--- src/pio_defines.vh ---
`ifndef PIO_DEFINES_VH
`define PIO_DEFINES_VH

// ----------------------------------------
// geometry
// ----------------------------------------
`define PIO_NGRP 11
`define PIO_NPIN 88
`define PIO_NPU 22
`define PIO_IN_ONLY 85

// ----------------------------------------
// register byte addresses
// ----------------------------------------
`define PIO_DIR_BASE 8'h00
`define PIO_LAT_BASE 8'h40
`define PIO_PU_ADDR 8'h80
`define PIO_PCTL_ADDR 8'h84
`define PIO_MODE_ADDR 8'h88
`define PIO_REGION_DIR 2'h0
`define PIO_REGION_LAT 2'h1
`define PIO_REGION_MISC 2'h2

// ----------------------------------------
// fields
// ----------------------------------------
`define PIO_PCTL_P1LAT 0
`define PIO_MODE_MEXP 0
`define PIO_MODE_BUS8 1
`define PIO_MODE_P1MUX 2
`define PIO_PORT_ONE 1

// ----------------------------------------
// masks and reset values
// ----------------------------------------
`define PIO_EXTBUS_MASK 88'h00_0000_0000_FFFF_FFFF_FFFF
`define PIO_PU_INV_MASK 22'h00_0DFF
`define PIO_DIR_RST 8'h00
`define PIO_LAT_RST 8'h00
`define PIO_PU_RST 22'h00_0000
`define PIO_PCTL_RST 1'b0
`define PIO_MODE_RST 3'h0

`endif

--- src/pio_rst_sync.v ---
`timescale 1ns/100ps
// ----------------------------------------
// reset release synchroniser
// ----------------------------------------
module pio_rst_sync
(
  // clock and raw reset
  input wire mclk_i,
  input wire arst_n_i,
  // synchronised reset
  output wire rst_n_o
);

  reg meta_r;
  reg sync_r;

  // assert at once, release two edges later
  always @(posedge mclk_i or negedge arst_n_i)
  begin
    if (!arst_n_i)
    begin
      meta_r <= 1'b0;
      sync_r <= 1'b0;
    end
    else
    begin
      meta_r <= 1'b1;
      sync_r <= meta_r;
    end
  end

  assign rst_n_o = sync_r;

endmodule

--- src/pio_pin_cell.v ---
`timescale 1ns/100ps
// ----------------------------------------
// one pin: drive, enable, pull-up, read path
// ----------------------------------------
module pio_pin_cell
#(
  parameter INPUT_ONLY = 0
)
(
  // clock and reset
  input wire mclk_i,
  input wire rst_n_i,
  // register state
  input wire dir_i,
  input wire lat_i,
  input wire pu_en_i,
  input wire force_lat_i,
  // peripheral override
  input wire per_oe_i,
  input wire per_out_i,
  // pad
  input wire pin_i,
  output reg pad_out_o,
  output reg pad_oe_o,
  output reg pad_pu_o,
  // read value
  output wire rdval_o
);

  wire drive;

  // peripheral output wins over the direction bit
  assign drive = (INPUT_ONLY != 0) ? 1'b0 : (dir_i | per_oe_i);

  // outputs read the latch, inputs the pin
  assign rdval_o = (force_lat_i | drive) ? lat_i : pin_i;

  // pad signals are registered so outputs come from flops
  always @(posedge mclk_i or negedge rst_n_i)
  begin
    if (!rst_n_i)
    begin
      pad_out_o <= 1'b0;
      pad_oe_o <= 1'b0;
      pad_pu_o <= 1'b0;
    end
    else
    begin
      pad_out_o <= per_oe_i ? per_out_i : lat_i;
      pad_oe_o <= drive;
      pad_pu_o <= pu_en_i & ~drive & (INPUT_ONLY == 0);
    end
  end

endmodule

--- src/pio_top.v ---
`timescale 1ns/100ps
`include "pio_defines.vh"
// Summary of operation
// - 87 bidirectional pins, groups zero to ten
// - one direction bit per pin
// - input-only pin: no direction, no pull-up
// - pull-up enable per group of four
// - pull-up only while pin is input
// - peripheral output overrides direction bit
// - expansion mode locks bus pin direction bits
// - expansion mode locks bus pin latches
// - latch drives, read path samples pin for inputs, latch for outputs
// - expansion mode: pull-up bits writable; bus bits 0-11 disconnected except bit 9
// - port-control bit 0 selects port one read
// - in expansion, valid only 8-bit multiplexed
module pio_top
(
  // clock and reset
  input wire mclk_i,
  input wire arst_n_i,
  // apb slave
  input wire psel_i,
  input wire penable_i,
  input wire pwrite_i,
  input wire [11:0] paddr_i,
  input wire [31:0] pwdata_i,
  output reg [31:0] prdata_o,
  output reg pready_o,
  output reg pslverr_o,
  // peripheral output override
  input wire [87:0] per_oe_i,
  input wire [87:0] per_out_i,
  // pads
  input wire [87:0] pin_i,
  output wire [87:0] pin_out_o,
  output wire [87:0] pin_oe_o,
  output wire [87:0] pin_pu_o
);

  // ----------------------------------------
  // reset
  // ----------------------------------------
  wire rst_n;

  pio_rst_sync u_rst
  (
    .mclk_i(mclk_i),
    .arst_n_i(arst_n_i),
    .rst_n_o(rst_n)
  );

  // ----------------------------------------
  // register state
  // ----------------------------------------
  // direction and latch bits live per group; these are gathered views
  wire [87:0] dir_vec;
  wire [87:0] lat_vec;
  reg [21:0] pu_r;
  reg pctl_r;
  reg [2:0] mode_r;

  wire mexp;
  wire force_p1;
  wire [87:0] rdval;
  wire [87:0] lock;
  wire [87:0] wr_vec;

  assign mexp = mode_r[`PIO_MODE_MEXP];

  // read selection counts outside expansion, and in expansion only when 8-bit multiplexed
  assign force_p1 = pctl_r & (~mexp | (mode_r[`PIO_MODE_BUS8] & mode_r[`PIO_MODE_P1MUX]));

  // bus pins freeze in expansion mode
  assign lock = mexp ? `PIO_EXTBUS_MASK : 88'h00_0000_0000_0000_0000_0000;

  assign wr_vec = {`PIO_NGRP{pwdata_i[7:0]}};

  // ----------------------------------------
  // apb decode
  // ----------------------------------------
  wire [1:0] region;
  wire [3:0] idx;
  wire grp_ok;
  wire misc_pu;
  wire misc_pctl;
  wire misc_mode;
  wire mapped;
  wire setup;
  wire wr_go;

  // answer states: one wait state, then a single pready cycle
  localparam ST_IDLE = 1'b0;
  localparam ST_ANSWER = 1'b1;

  reg state_r;
  reg state_nxt;

  assign region = paddr_i[7:6];
  assign idx = paddr_i[5:2];
  assign grp_ok = (paddr_i[11:8] == 4'h0) & (paddr_i[1:0] == 2'b00) & (idx < 4'd11);
  assign misc_pu = (paddr_i == {4'h0, `PIO_PU_ADDR});
  assign misc_pctl = (paddr_i == {4'h0, `PIO_PCTL_ADDR});
  assign misc_mode = (paddr_i == {4'h0, `PIO_MODE_ADDR});
  assign mapped = (grp_ok & ((region == `PIO_REGION_DIR) | (region == `PIO_REGION_LAT)))
                | misc_pu | misc_pctl | misc_mode;

  // first access cycle (penable high, state idle): pready rises on the following edge
  assign setup = psel_i & penable_i & (state_r == ST_IDLE);

  // a write lands at the edge where pready is sampled high
  assign wr_go = psel_i & penable_i & pready_o & pwrite_i & ~pslverr_o;

  // ----------------------------------------
  // per-group direction and latch registers
  // ----------------------------------------
  genvar g;
  generate
    for (g = 0; g < `PIO_NGRP; g = g + 1)
    begin : grp
      wire hit_dir;
      wire hit_lat;
      wire [7:0] dmask;
      wire [7:0] lmask;
      reg [7:0] dir_grp_r;
      reg [7:0] lat_grp_r;

      assign hit_dir = wr_go & grp_ok & (region == `PIO_REGION_DIR) & (idx == g);
      assign hit_lat = wr_go & grp_ok & (region == `PIO_REGION_LAT) & (idx == g);

      // the input-only pin has no writable direction bit
      assign dmask = ~lock[g*8 +: 8] & ((g == `PIO_IN_ONLY / 8) ? ~(8'h01 << (`PIO_IN_ONLY % 8)) : 8'hFF);
      assign lmask = ~lock[g*8 +: 8];

      // each group owns its flops, so no bit has two drivers
      assign dir_vec[g*8 +: 8] = dir_grp_r;
      assign lat_vec[g*8 +: 8] = lat_grp_r;

      // one bit per pin, reset to input
      always @(posedge mclk_i or negedge rst_n)
      begin
        if (!rst_n)
        begin
          dir_grp_r <= `PIO_DIR_RST;
          lat_grp_r <= `PIO_LAT_RST;
        end
        else
        begin
          if (hit_dir)
            dir_grp_r <= (dir_grp_r & ~dmask) | (wr_vec[g*8 +: 8] & dmask);
          if (hit_lat)
            lat_grp_r <= (lat_grp_r & ~lmask) | (wr_vec[g*8 +: 8] & lmask);
        end
      end
    end
  endgenerate

  // ----------------------------------------
  // misc registers
  // ----------------------------------------
  // pull-up bits stay writable even when disconnected
  always @(posedge mclk_i or negedge rst_n)
  begin
    if (!rst_n)
    begin
      pu_r <= `PIO_PU_RST;
      pctl_r <= `PIO_PCTL_RST;
      mode_r <= `PIO_MODE_RST;
    end
    else if (wr_go)
    begin
      if (misc_pu)
        pu_r <= pwdata_i[21:0];
      if (misc_pctl)
        pctl_r <= pwdata_i[`PIO_PCTL_P1LAT];
      if (misc_mode)
        mode_r <= pwdata_i[2:0];
    end
  end

  // ----------------------------------------
  // pin cells
  // ----------------------------------------
  wire [21:0] pu_eff;

  // expansion mode disconnects pull-ups on the bus groups except pull-up bit 9 (pins 36 to 39)
  assign pu_eff = pu_r & ~(mexp ? `PIO_PU_INV_MASK : 22'h00_0000);

  genvar p;
  generate
    for (p = 0; p < `PIO_NPIN; p = p + 1)
    begin : pin
      pio_pin_cell
      #(
        .INPUT_ONLY(p == `PIO_IN_ONLY)
      )
      u_cell
      (
        .mclk_i(mclk_i),
        .rst_n_i(rst_n),
        .dir_i(dir_vec[p]),
        .lat_i(lat_vec[p]),
        .pu_en_i(pu_eff[p/4]),
        .force_lat_i(((p / 8) == `PIO_PORT_ONE) ? force_p1 : 1'b0),
        .per_oe_i(per_oe_i[p]),
        .per_out_i(per_out_i[p]),
        .pin_i(pin_i[p]),
        .pad_out_o(pin_out_o[p]),
        .pad_oe_o(pin_oe_o[p]),
        .pad_pu_o(pin_pu_o[p]),
        .rdval_o(rdval[p])
      );
    end
  endgenerate

  // ----------------------------------------
  // read mux
  // ----------------------------------------
  localparam [2:0] SEL_NONE = 3'h0;
  localparam [2:0] SEL_DIR = 3'h1;
  localparam [2:0] SEL_PORT = 3'h2;
  localparam [2:0] SEL_PU = 3'h3;
  localparam [2:0] SEL_PCTL = 3'h4;
  localparam [2:0] SEL_MODE = 3'h5;

  reg [2:0] rd_sel;
  reg [31:0] rd_nxt;

  // one source per address; an unmapped address selects none
  always @*
  begin
    rd_sel = SEL_NONE;
    if (grp_ok & (region == `PIO_REGION_DIR))
      rd_sel = SEL_DIR;
    else if (grp_ok & (region == `PIO_REGION_LAT))
      rd_sel = SEL_PORT;
    else if (misc_pu)
      rd_sel = SEL_PU;
    else if (misc_pctl)
      rd_sel = SEL_PCTL;
    else if (misc_mode)
      rd_sel = SEL_MODE;
  end

  // pin level is taken at the setup edge, the same edge where pready rises
  always @*
  begin
    rd_nxt = 32'h0000_0000;
    case (rd_sel)
      SEL_DIR:
        rd_nxt = {24'h00_0000, dir_vec[{idx, 3'b000} +: 8]};
      SEL_PORT:
        rd_nxt = {24'h00_0000, rdval[{idx, 3'b000} +: 8]};
      SEL_PU:
        rd_nxt = {10'h000, pu_r};
      SEL_PCTL:
        rd_nxt = {31'h0000_0000, pctl_r};
      SEL_MODE:
        rd_nxt = {29'h0000_0000, mode_r};
      default:
        rd_nxt = 32'h0000_0000;
    endcase
  end

  // ----------------------------------------
  // apb answer
  // ----------------------------------------
  // a new access is only taken in idle, so pready never stands two cycles
  always @*
  begin
    state_nxt = ST_IDLE;
    case (state_r)
      ST_IDLE:
        if (setup)
          state_nxt = ST_ANSWER;
      ST_ANSWER:
        state_nxt = ST_IDLE;
      default:
        state_nxt = ST_IDLE;
    endcase
  end

  // one wait state: simple and keeps all bus outputs registered
  always @(posedge mclk_i or negedge rst_n)
  begin
    if (!rst_n)
    begin
      state_r <= ST_IDLE;
      pready_o <= 1'b0;
      pslverr_o <= 1'b0;
      prdata_o <= 32'h0000_0000;
    end
    else
    begin
      state_r <= state_nxt;
      pready_o <= (state_nxt == ST_ANSWER);
      pslverr_o <= setup & ~mapped;
      if (setup & ~pwrite_i)
        prdata_o <= mapped ? rd_nxt : 32'h0000_0000;
    end
  end

endmodule

--- config.mk ---
export PLATFORM = sky130hd
export DESIGN_NAME = pio_top
export DESIGN_NICKNAME = d
export VERILOG_FILES = /design/src/pio_rst_sync.v /design/src/pio_pin_cell.v /design/src/pio_top.v
export VERILOG_INCLUDE_DIRS = /design/src /design/src/src
export SDC_FILE = /design/constraint.sdc
export NUM_CORES = 1
export LEC_CHECK = 0
export ABC_CLOCK_PERIOD_IN_PS = 15600
export CAP_MARGIN = 30
export CELL_PAD_IN_SITES_DETAIL_PLACEMENT = 0
export CELL_PAD_IN_SITES_GLOBAL_PLACEMENT = 1
export CORE_MARGIN = 1.5
export CORE_UTILIZATION = 30
export CTS_CLUSTER_SIZE = 12
export DETAILED_ROUTE_END_ITERATION = 10
export DONT_BUFFER_PORTS = 1
export GPL_TIMING_DRIVEN = 1
export PLACE_DENSITY = 0.57
export SYNTH_ARGS = -nofsm -noshare
export SYNTH_HDL_FRONTEND = slang
export SYNTH_HIERARCHICAL = 1
export SYNTH_SLANG_ARGS = --single-unit
--- constraint.sdc ---
create_clock -name mclk_i -period 15.6 [get_ports mclk_i]
set_input_delay 0 -clock mclk_i [delete_from_list [all_inputs] [get_ports mclk_i]]
set_output_delay 0 -clock mclk_i [all_outputs]
set_load 0.01 [all_outputs]
==> impl_metrics.tcl, run 1 <==
set metrics [dict create \
    status "finished, final reports clean" \
    final.setup.tns_ns 0 \
    dr.pass1.iters 4 \
    grt_pass1_vias 15030 \
    dr_wl_met2_um 41280 \
    clock_skew_ns 0.02569 \
    final_cell_mix "dfrtp_1, mux2_2, dlygate4sd3_1, nor2_1, inv_1" \
    seq_power_share_pct 44.8 \
    power.share.clock_pct 48.6 \
    cts-htree-levels 2 \
    power.leakage_nw 12.47 \
    cp-start-kind "primary input" \
    path_clk_slew_ns 0.07 \
    antenna_found_initial 9 \
    grt_setup_unrepaired "false" \
    finalCritPeriodShare_pct 26.32 \
    post_cts_buffers 0 \
    fmaxAchievable_mhz 243.5 \
    placedInstanceArea_sq_um 22490 \
    worst_slew_pin_slew_ns 0.9959 \
    chipHeight_um 268.3 \
    fp.dieW_um 268.3 \
    crit_path_top_delay_cell "nor3_2" \
    ys_ff_latch 489 \
    pin_count 611 \
    vias_per_cell 4.791 \
    p_int_w 0.002253 \
    overflow 0 \
    ys_seq_area_share_pct 57.94 \
    cpMostUsedCell "dlygate4sd3_1" \
    switching_share_pct 23.52 \
    fin_util_pct 38.90 \
    drtAntennaViolNets 0 \
    mostFrequentLayoutCell "dfrtp_1" \
    clock-sinks 489 \
    hold_viol 0 \
    root_buffer "clkbuf_16" \
    avgSynthCellArea_sq_um 13.40 \
    insertion_delay_ns 0.63 \
    synth_flop_cell "dfrtp_1" \
    critPathTopFamily "simple AND/OR/NAND/NOR gates" \
    min_path_type "in -> reg" \
    fill_cells 6827 \
    drive_above_1_share_pct 37.26 \
    fin_nets 2236 \
    port_buffers 0 \
    vdd_drop_max_mv 0.09290 \
    critPathKind "in -> reg" \
    cpPeakStageDelay_ns 0.86 \
    drtIter0Drc 582 \
    multi_input_area_sq_um 8600 \
    crit_fanout 8 \
    cts_buffers 57 \
    finalSetupViolCount 0 \
    slew_headroom_pct 33.24 \
    cp_data_required_time_ns 16.12 \
    synth_warnings 6 \
    wl_per_cell_um 27.68 \
    gp_congestion 0.7962 \
    p_sw_w 0.0006928 \
    wl_um 80920 \
    synth_cells 1576 \
    ys_async_sr_fraction_pct 100.0 \
    synth_enable_flop_cells 0 \
    drc 0 \
    wl_met3_um 5230 \
    ys_types 56 \
    drv_cap 0 \
    post-route-cell-area_sq_um 27190 \
    syn_area_sq_um 21120 \
    regArea_sq_um 12240 \
    p_per_area_nw_per_um2 108.3 \
    cp.arrival_ns 4.62 \
    drv_slew 0 \
    stdcell_count 2923 \
    coreArea_sq_um 69910 \
    cts_resized 0 \
    place_inst 2554 \
    area_growth_pct 28.76 \
    grt_max_degree 150 \
    combPwrFrac_pct 6.5 \
    wl_met1_um 32560 \
    cts_tree "done" \
    grt_pass1_wl_um 113000 \
    rows 97 \
    groute.usage.overall_pct 22.19 \
    vias 14010 \
    end_kind "flop" \
    dieArea_sq_um 72000 \
    hpwl_um 54250 \
    crit_chain "dlygate4sd3_1 > nor4_4 > dlygate4sd3_1 > nand2_2 > or4_1 > nor3_2 > mux2_2 > dlygate4sd3_1" \
    final_period_minus_worst_setup_slack_ns 4.106 \
    crit_buf_inv 3 \
    start_util_pct 30.21 \
    clockBufferDepth 3 \
    top_layer_used "met5" \
]
## Yosys cell counts, drive strengths merged, types with 4 or more instances
cell type	instances	area, sq um
nand4	4	25.02
buf	34	195.2
nor2b	12	75.07
nand3	23	120.1
or2	89	556.8
clkbuf	32	120.1
o2111ai	7	61.31
o21ai	4	20.02
or3	7	43.79
a22oi	6	45.04
nor4	7	95.09
inv	94	352.8
mux4	25	563.0
nor2	110	450.4
a21oi	15	75.07
mux2i	15	150.1
dfrtp	489	12240
nand2b	5	31.28
mux2	383	4317
a22o	14	122.6
nor3	95	927.1
nand2	73	284.0
## per-layer routing
layer	track usage, %	up-vias
met4	5.863	2
met1	27.11	7328
met3	5.186	103
met2	39.05	481
met5	0	-
li1	-	6091
## logic make-up (layout without fill, tap and decap cells)
| logic type | count (synthesis) | count (layout) | share of synthesized area [%] |
|---|---|---|---|
| AO/OA/AOI/OAI | 70 | 70 | 2.459 |
| buffers and inverters | 160 | 464 | 3.164 |
| flip-flops | 489 | 489 | 57.94 |
| multiplexers | 423 | 423 | 23.82 |
| other | 3 | 106 | 0.05332 |
| AND/OR/NAND/NOR | 431 | 431 | 12.57 |
## worst register-to-register path, cell delays in order, from the launching register on
cell	delay [ns]
dfrtp_1	0.47
nand2_1	0.07
or3_1	0.46
or4_1	0.69
nor3_2	0.86
mux2_2	0.41
dlygate4sd3_1	0.55
## power groups by stage
stage	logic, W	registers [W]	clock network (W)
after global placement	0.000114	0.00134	0
after floorplan	0.0000823	0.00135	0
after detailed placement	0.000116	0.00134	0
after CTS	0.000193	0.00132	0.00147
final	0.000192	0.00132	0.00143
after global routing	0.000208	0.00132	0.00152
## path summary, 6_finish.rpt
kind,from,end,slack (ns),cells past startpoint
min in group asynchronous,arst_n_i,u_rst/meta_r,0.14,2
max reg2reg,state_r,grp[7].dir_grp_r[2],11.98,6
max in group asynchronous,u_rst/rst_n_o,prdata_o[18],12.93,2
min,paddr_i[2],prdata_o[3],0.03,4
max,paddr_i[10],grp[7].dir_grp_r[2],11.49,8
min reg2reg,u_rst/meta_r,u_rst/rst_n_o,0.36,0
## timing repair
action | CTS | global route
hold buffers | 248 | 0
endpoints found under the setup margin | 0 | 0
endpoints found under the hold margin | 480 | 0
## final cells by class
type | instances | share of cell area (%)
Tap cell | 940 | 4.325
Inverter | 94 | 1.298
Antenna cell | 13 | 0.1196
Clock buffer | 81 | 6.170
Multi-Input combinational cell | 1017 | 31.62
Sequential cell | 489 | 45.01
Timing Repair Buffer | 264 | 10.16
Clock inverter | 25 | 1.293
## state kept, by name (all words and copies together) (netlist names)
register / count
state_r: 1
pctl_r: 1
pu_r: 22
pin.u_cell/pad_pu_o: 87
mode_r: 3
grp.lat_grp_r: 88
u_rst/meta_r: 1
u_rst/rst_n_o: 1
prdata_o: 22
pin.u_cell/pad_out_o: 88
grp.dir_grp_r: 87
pin.u_cell/pad_oe_o: 87
pslverr_o: 1
## stage by stage
| step | hold slack [ns] | total power, W | worst slack [ns] |
|---|---|---|---|
| 6_report | 0.02510 | 0.002946 | 11.49 |
| 5_1_grt | 0.01970 | 0.003052 | 11.30 |
| 4_1_cts | 0.0003889 | 0.002984 | 11.42 |
| 3_5_place_dp | -0.2955 | 0.001459 | 12.40 |
| 3_3_place_gp | -0.2955 | 0.001457 | 12.43 |
| 2_1_floorplan | -0.2956 | 0.001436 | 0.9614 |
Power figures use the tool's default switching activity.
==> inputs of run 2 (changes only) <==
- ABC_CLOCK_PERIOD_IN_PS: 15600 -> 3360
- clock period: 15.6 -> 3.36 ns (I/O delays scaled with it)
==> run 2 against run 1 <==
First-iteration DRC count rose by 13%. Critical path depth rose by 1. Critical endpoint is now prdata_o[2]. Worst hold slack got worse by 0.013 ns. Combinational power rose to 4.6 times the previous value. Sequential power rose to 4.6 times the previous value. Routed wire length fell by 1.9%. Largest power group unchanged. Utilization rose by 0.12 points. Setup slack got worse by 11 ns. Flip-flop and latch count did not move. Clock-buffer cell count did not move. Via count rose by 0.39%.
==> impl_metrics.tcl, run 2 (synthesis results as in run 1) <==
set metrics [dict create \
    drtIter0Drc 657 \
    mostFrequentLayoutCell "dfrtp_1" \
    hold_viol 0 \
    grt_max_degree 109 \
    crit_fanout 14 \
    final_period_minus_worst_setup_slack_ns 3.199 \
    clock_skew_ns 0.02558 \
    cpMostUsedCell "dlygate4sd3_1" \
    cp_data_required_time_ns 3.91 \
    cts_buffers 57 \
    grt_pass1_wl_um 111700 \
    crit_path_top_delay_cell "o2111a_2" \
    largestRegisters "grp.lat_grp_r: 88 flops, pin.u_cell/pad_out_o: 88 flops" \
    rows 97 \
    cts-htree-levels 2 \
    drc 0 \
    area_growth_pct 29.17 \
    status "finished, final reports clean" \
    wl_per_cell_um 27.07 \
    overflow 0 \
    path_clk_slew_ns 0.06 \
    grt_pass1_vias 15040 \
    antenna_found_initial 12 \
    wl_um 79390 \
    power.leakage_nw 12.53 \
    start_util_pct 30.21 \
    fin_nets 2258 \
    clockBufferDepth 3 \
    place_inst 2572 \
    cts_resized 0 \
    root_buffer "clkbuf_16" \
    critPathTopFamily "compound AO/OA/AOI/OAI gates" \
    fp.dieW_um 268.3 \
    clock-sinks 489 \
    min_path_type "in -> reg" \
    dieArea_sq_um 72000 \
    worst_slew_pin_slew_ns 0.8684 \
    multi_input_area_sq_um 8600 \
    drv_slew 0 \
    fmaxAchievable_mhz 312.6 \
    drv_cap 0 \
    crit_buf_inv 3 \
    total_power_w 0.01346 \
    groute.usage.overall_pct 21.83 \
    vdd_drop_max_mv 0.4255 \
    final.setup.tns_ns 0 \
    chipHeight_um 268.3 \
    vias_per_cell 4.794 \
    drtAntennaViolNets 0 \
    vias 14060 \
    cp.arrival_ns 3.75 \
    hpwl_um 54570 \
    finalCritPeriodShare_pct 95.22 \
    fill_cells 6754 \
    cp-start-kind "primary input" \
    port_buffers 0 \
    end_kind "flop" \
    p_per_area_nw_per_um2 493.6 \
    coreArea_sq_um 69910 \
    critPathKind "in -> reg" \
    gp_congestion 0.7911 \
    dr.pass1.iters 4 \
    cpPeakStageDelay_ns 0.71 \
    drive_above_1_share_pct 37.79 \
    slew_headroom_pct 41.92 \
    finalSetupViolCount 0 \
    regArea_sq_um 12240 \
    cts_tree "done" \
    stdcell_count 2933 \
    grt_setup_unrepaired "false" \
    insertion_delay_ns 0.63 \
    pin_count 611 \
    crit_chain "dlygate4sd3_1 > nor4_4 > o2111a_2 > buf_4 > or3_1 > o311ai_0 > o311a_1 > o31ai_1 > dlygate4sd3_1" \
    final_cell_mix "dfrtp_1, mux2_2, dlygate4sd3_1, nor2_1, inv_1" \
]
run 2: changes by cell type in the layout (fill, tap and decap cells not counted), sizes merged:
cell / before / now
inv: 96 / 98
diode: 13 / 3
bufinv: 7 / 5
dlygate4sd3: 238 / 240
clkinv: 13 / 10
clkinvlp: 3 / 4
buf: 26 / 46
run 2: per-layer routing:
layer  share of wire (%)  vias up  routed length (um)  track usage, %
met1                  40     7301               31940           26.70
met3                 6.7      126                5331           5.663
li1                    -     6112                   -               -
met4                 2.5        8                1997           5.848
met5               0.071        -                  56               0
met2                  50      513               40070           37.91
run 2: metrics by stage:
step	util, %	hold WS [ns]	worst slack, ns	area, sq um
2_1_floorplan	-	-0.2956	-1.411	21460
3_3_place_gp	32.47	-0.2955	0.5063	22700
3_5_place_dp	32.47	-0.2955	0.5350	22700
4_1_cts	38.95	0.003790	0.01814	27230
5_1_grt	39.02	0.01829	0.002754	27280
6_report	39.02	0.01227	0.1606	27280
run 2: layout make-up:
type,count,area share (%)
flip-flops and latches,489,44.87
multi-input cells,1017,31.52
repair buffers,286,10.83
clock buffers,81,6.110
well taps,940,4.312
inverters,94,1.293
clock inverters,23,1.027
diodes,3,0.02752
run 2: repair_timing:
item                       in CTS  in global routing
hold endpoints to repair      475                  0
hold buffers                  249                  0
setup endpoints to repair       0                  1
buffers inserted                0                  4
run 2: worst reg2reg max path, cell delays in order, from the launching register on:
cell	delay (ns)
dfrtp_1	0.44
nand2_1	0.07
or3_1	0.47
or3_1	0.38
or3_1	0.50
nor2_4	0.28
mux2_1	0.35
dlygate4sd3_1	0.56
run 2: power breakdown:
group	internal (W)	leakage [nW]	total, W	switching [W]
Sequential	0.00600	6.53	0.00613	0.000127
Combinational	0.000441	5.05	0.000886	0.000445
Clock	0.00383	0.950	0.00645	0.00262
run 2: final timing paths:
| path | slack, ns | depth (start not counted) | from | to |
|---|---|---|---|---|
| setup / recovery | 0.16 | 9 | paddr_i[9] | prdata_o[2] |
| hold / removal | 0.01 | 4 | paddr_i[2] | prdata_o[3] |
| setup reg to reg | 0.20 | 7 | state_r | grp[0].lat_grp_r[6] |
| hold reg to reg | 0.36 | 0 | u_rst/rst_n_o | pin[52].u_cell/pad_out_o |
| max in group asynchronous | 1.91 | 1 | u_rst/rst_n_o | pin[84].u_cell/pad_pu_o |
| min in group asynchronous | 0.15 | 2 | arst_n_i | u_rst/rst_n_o |
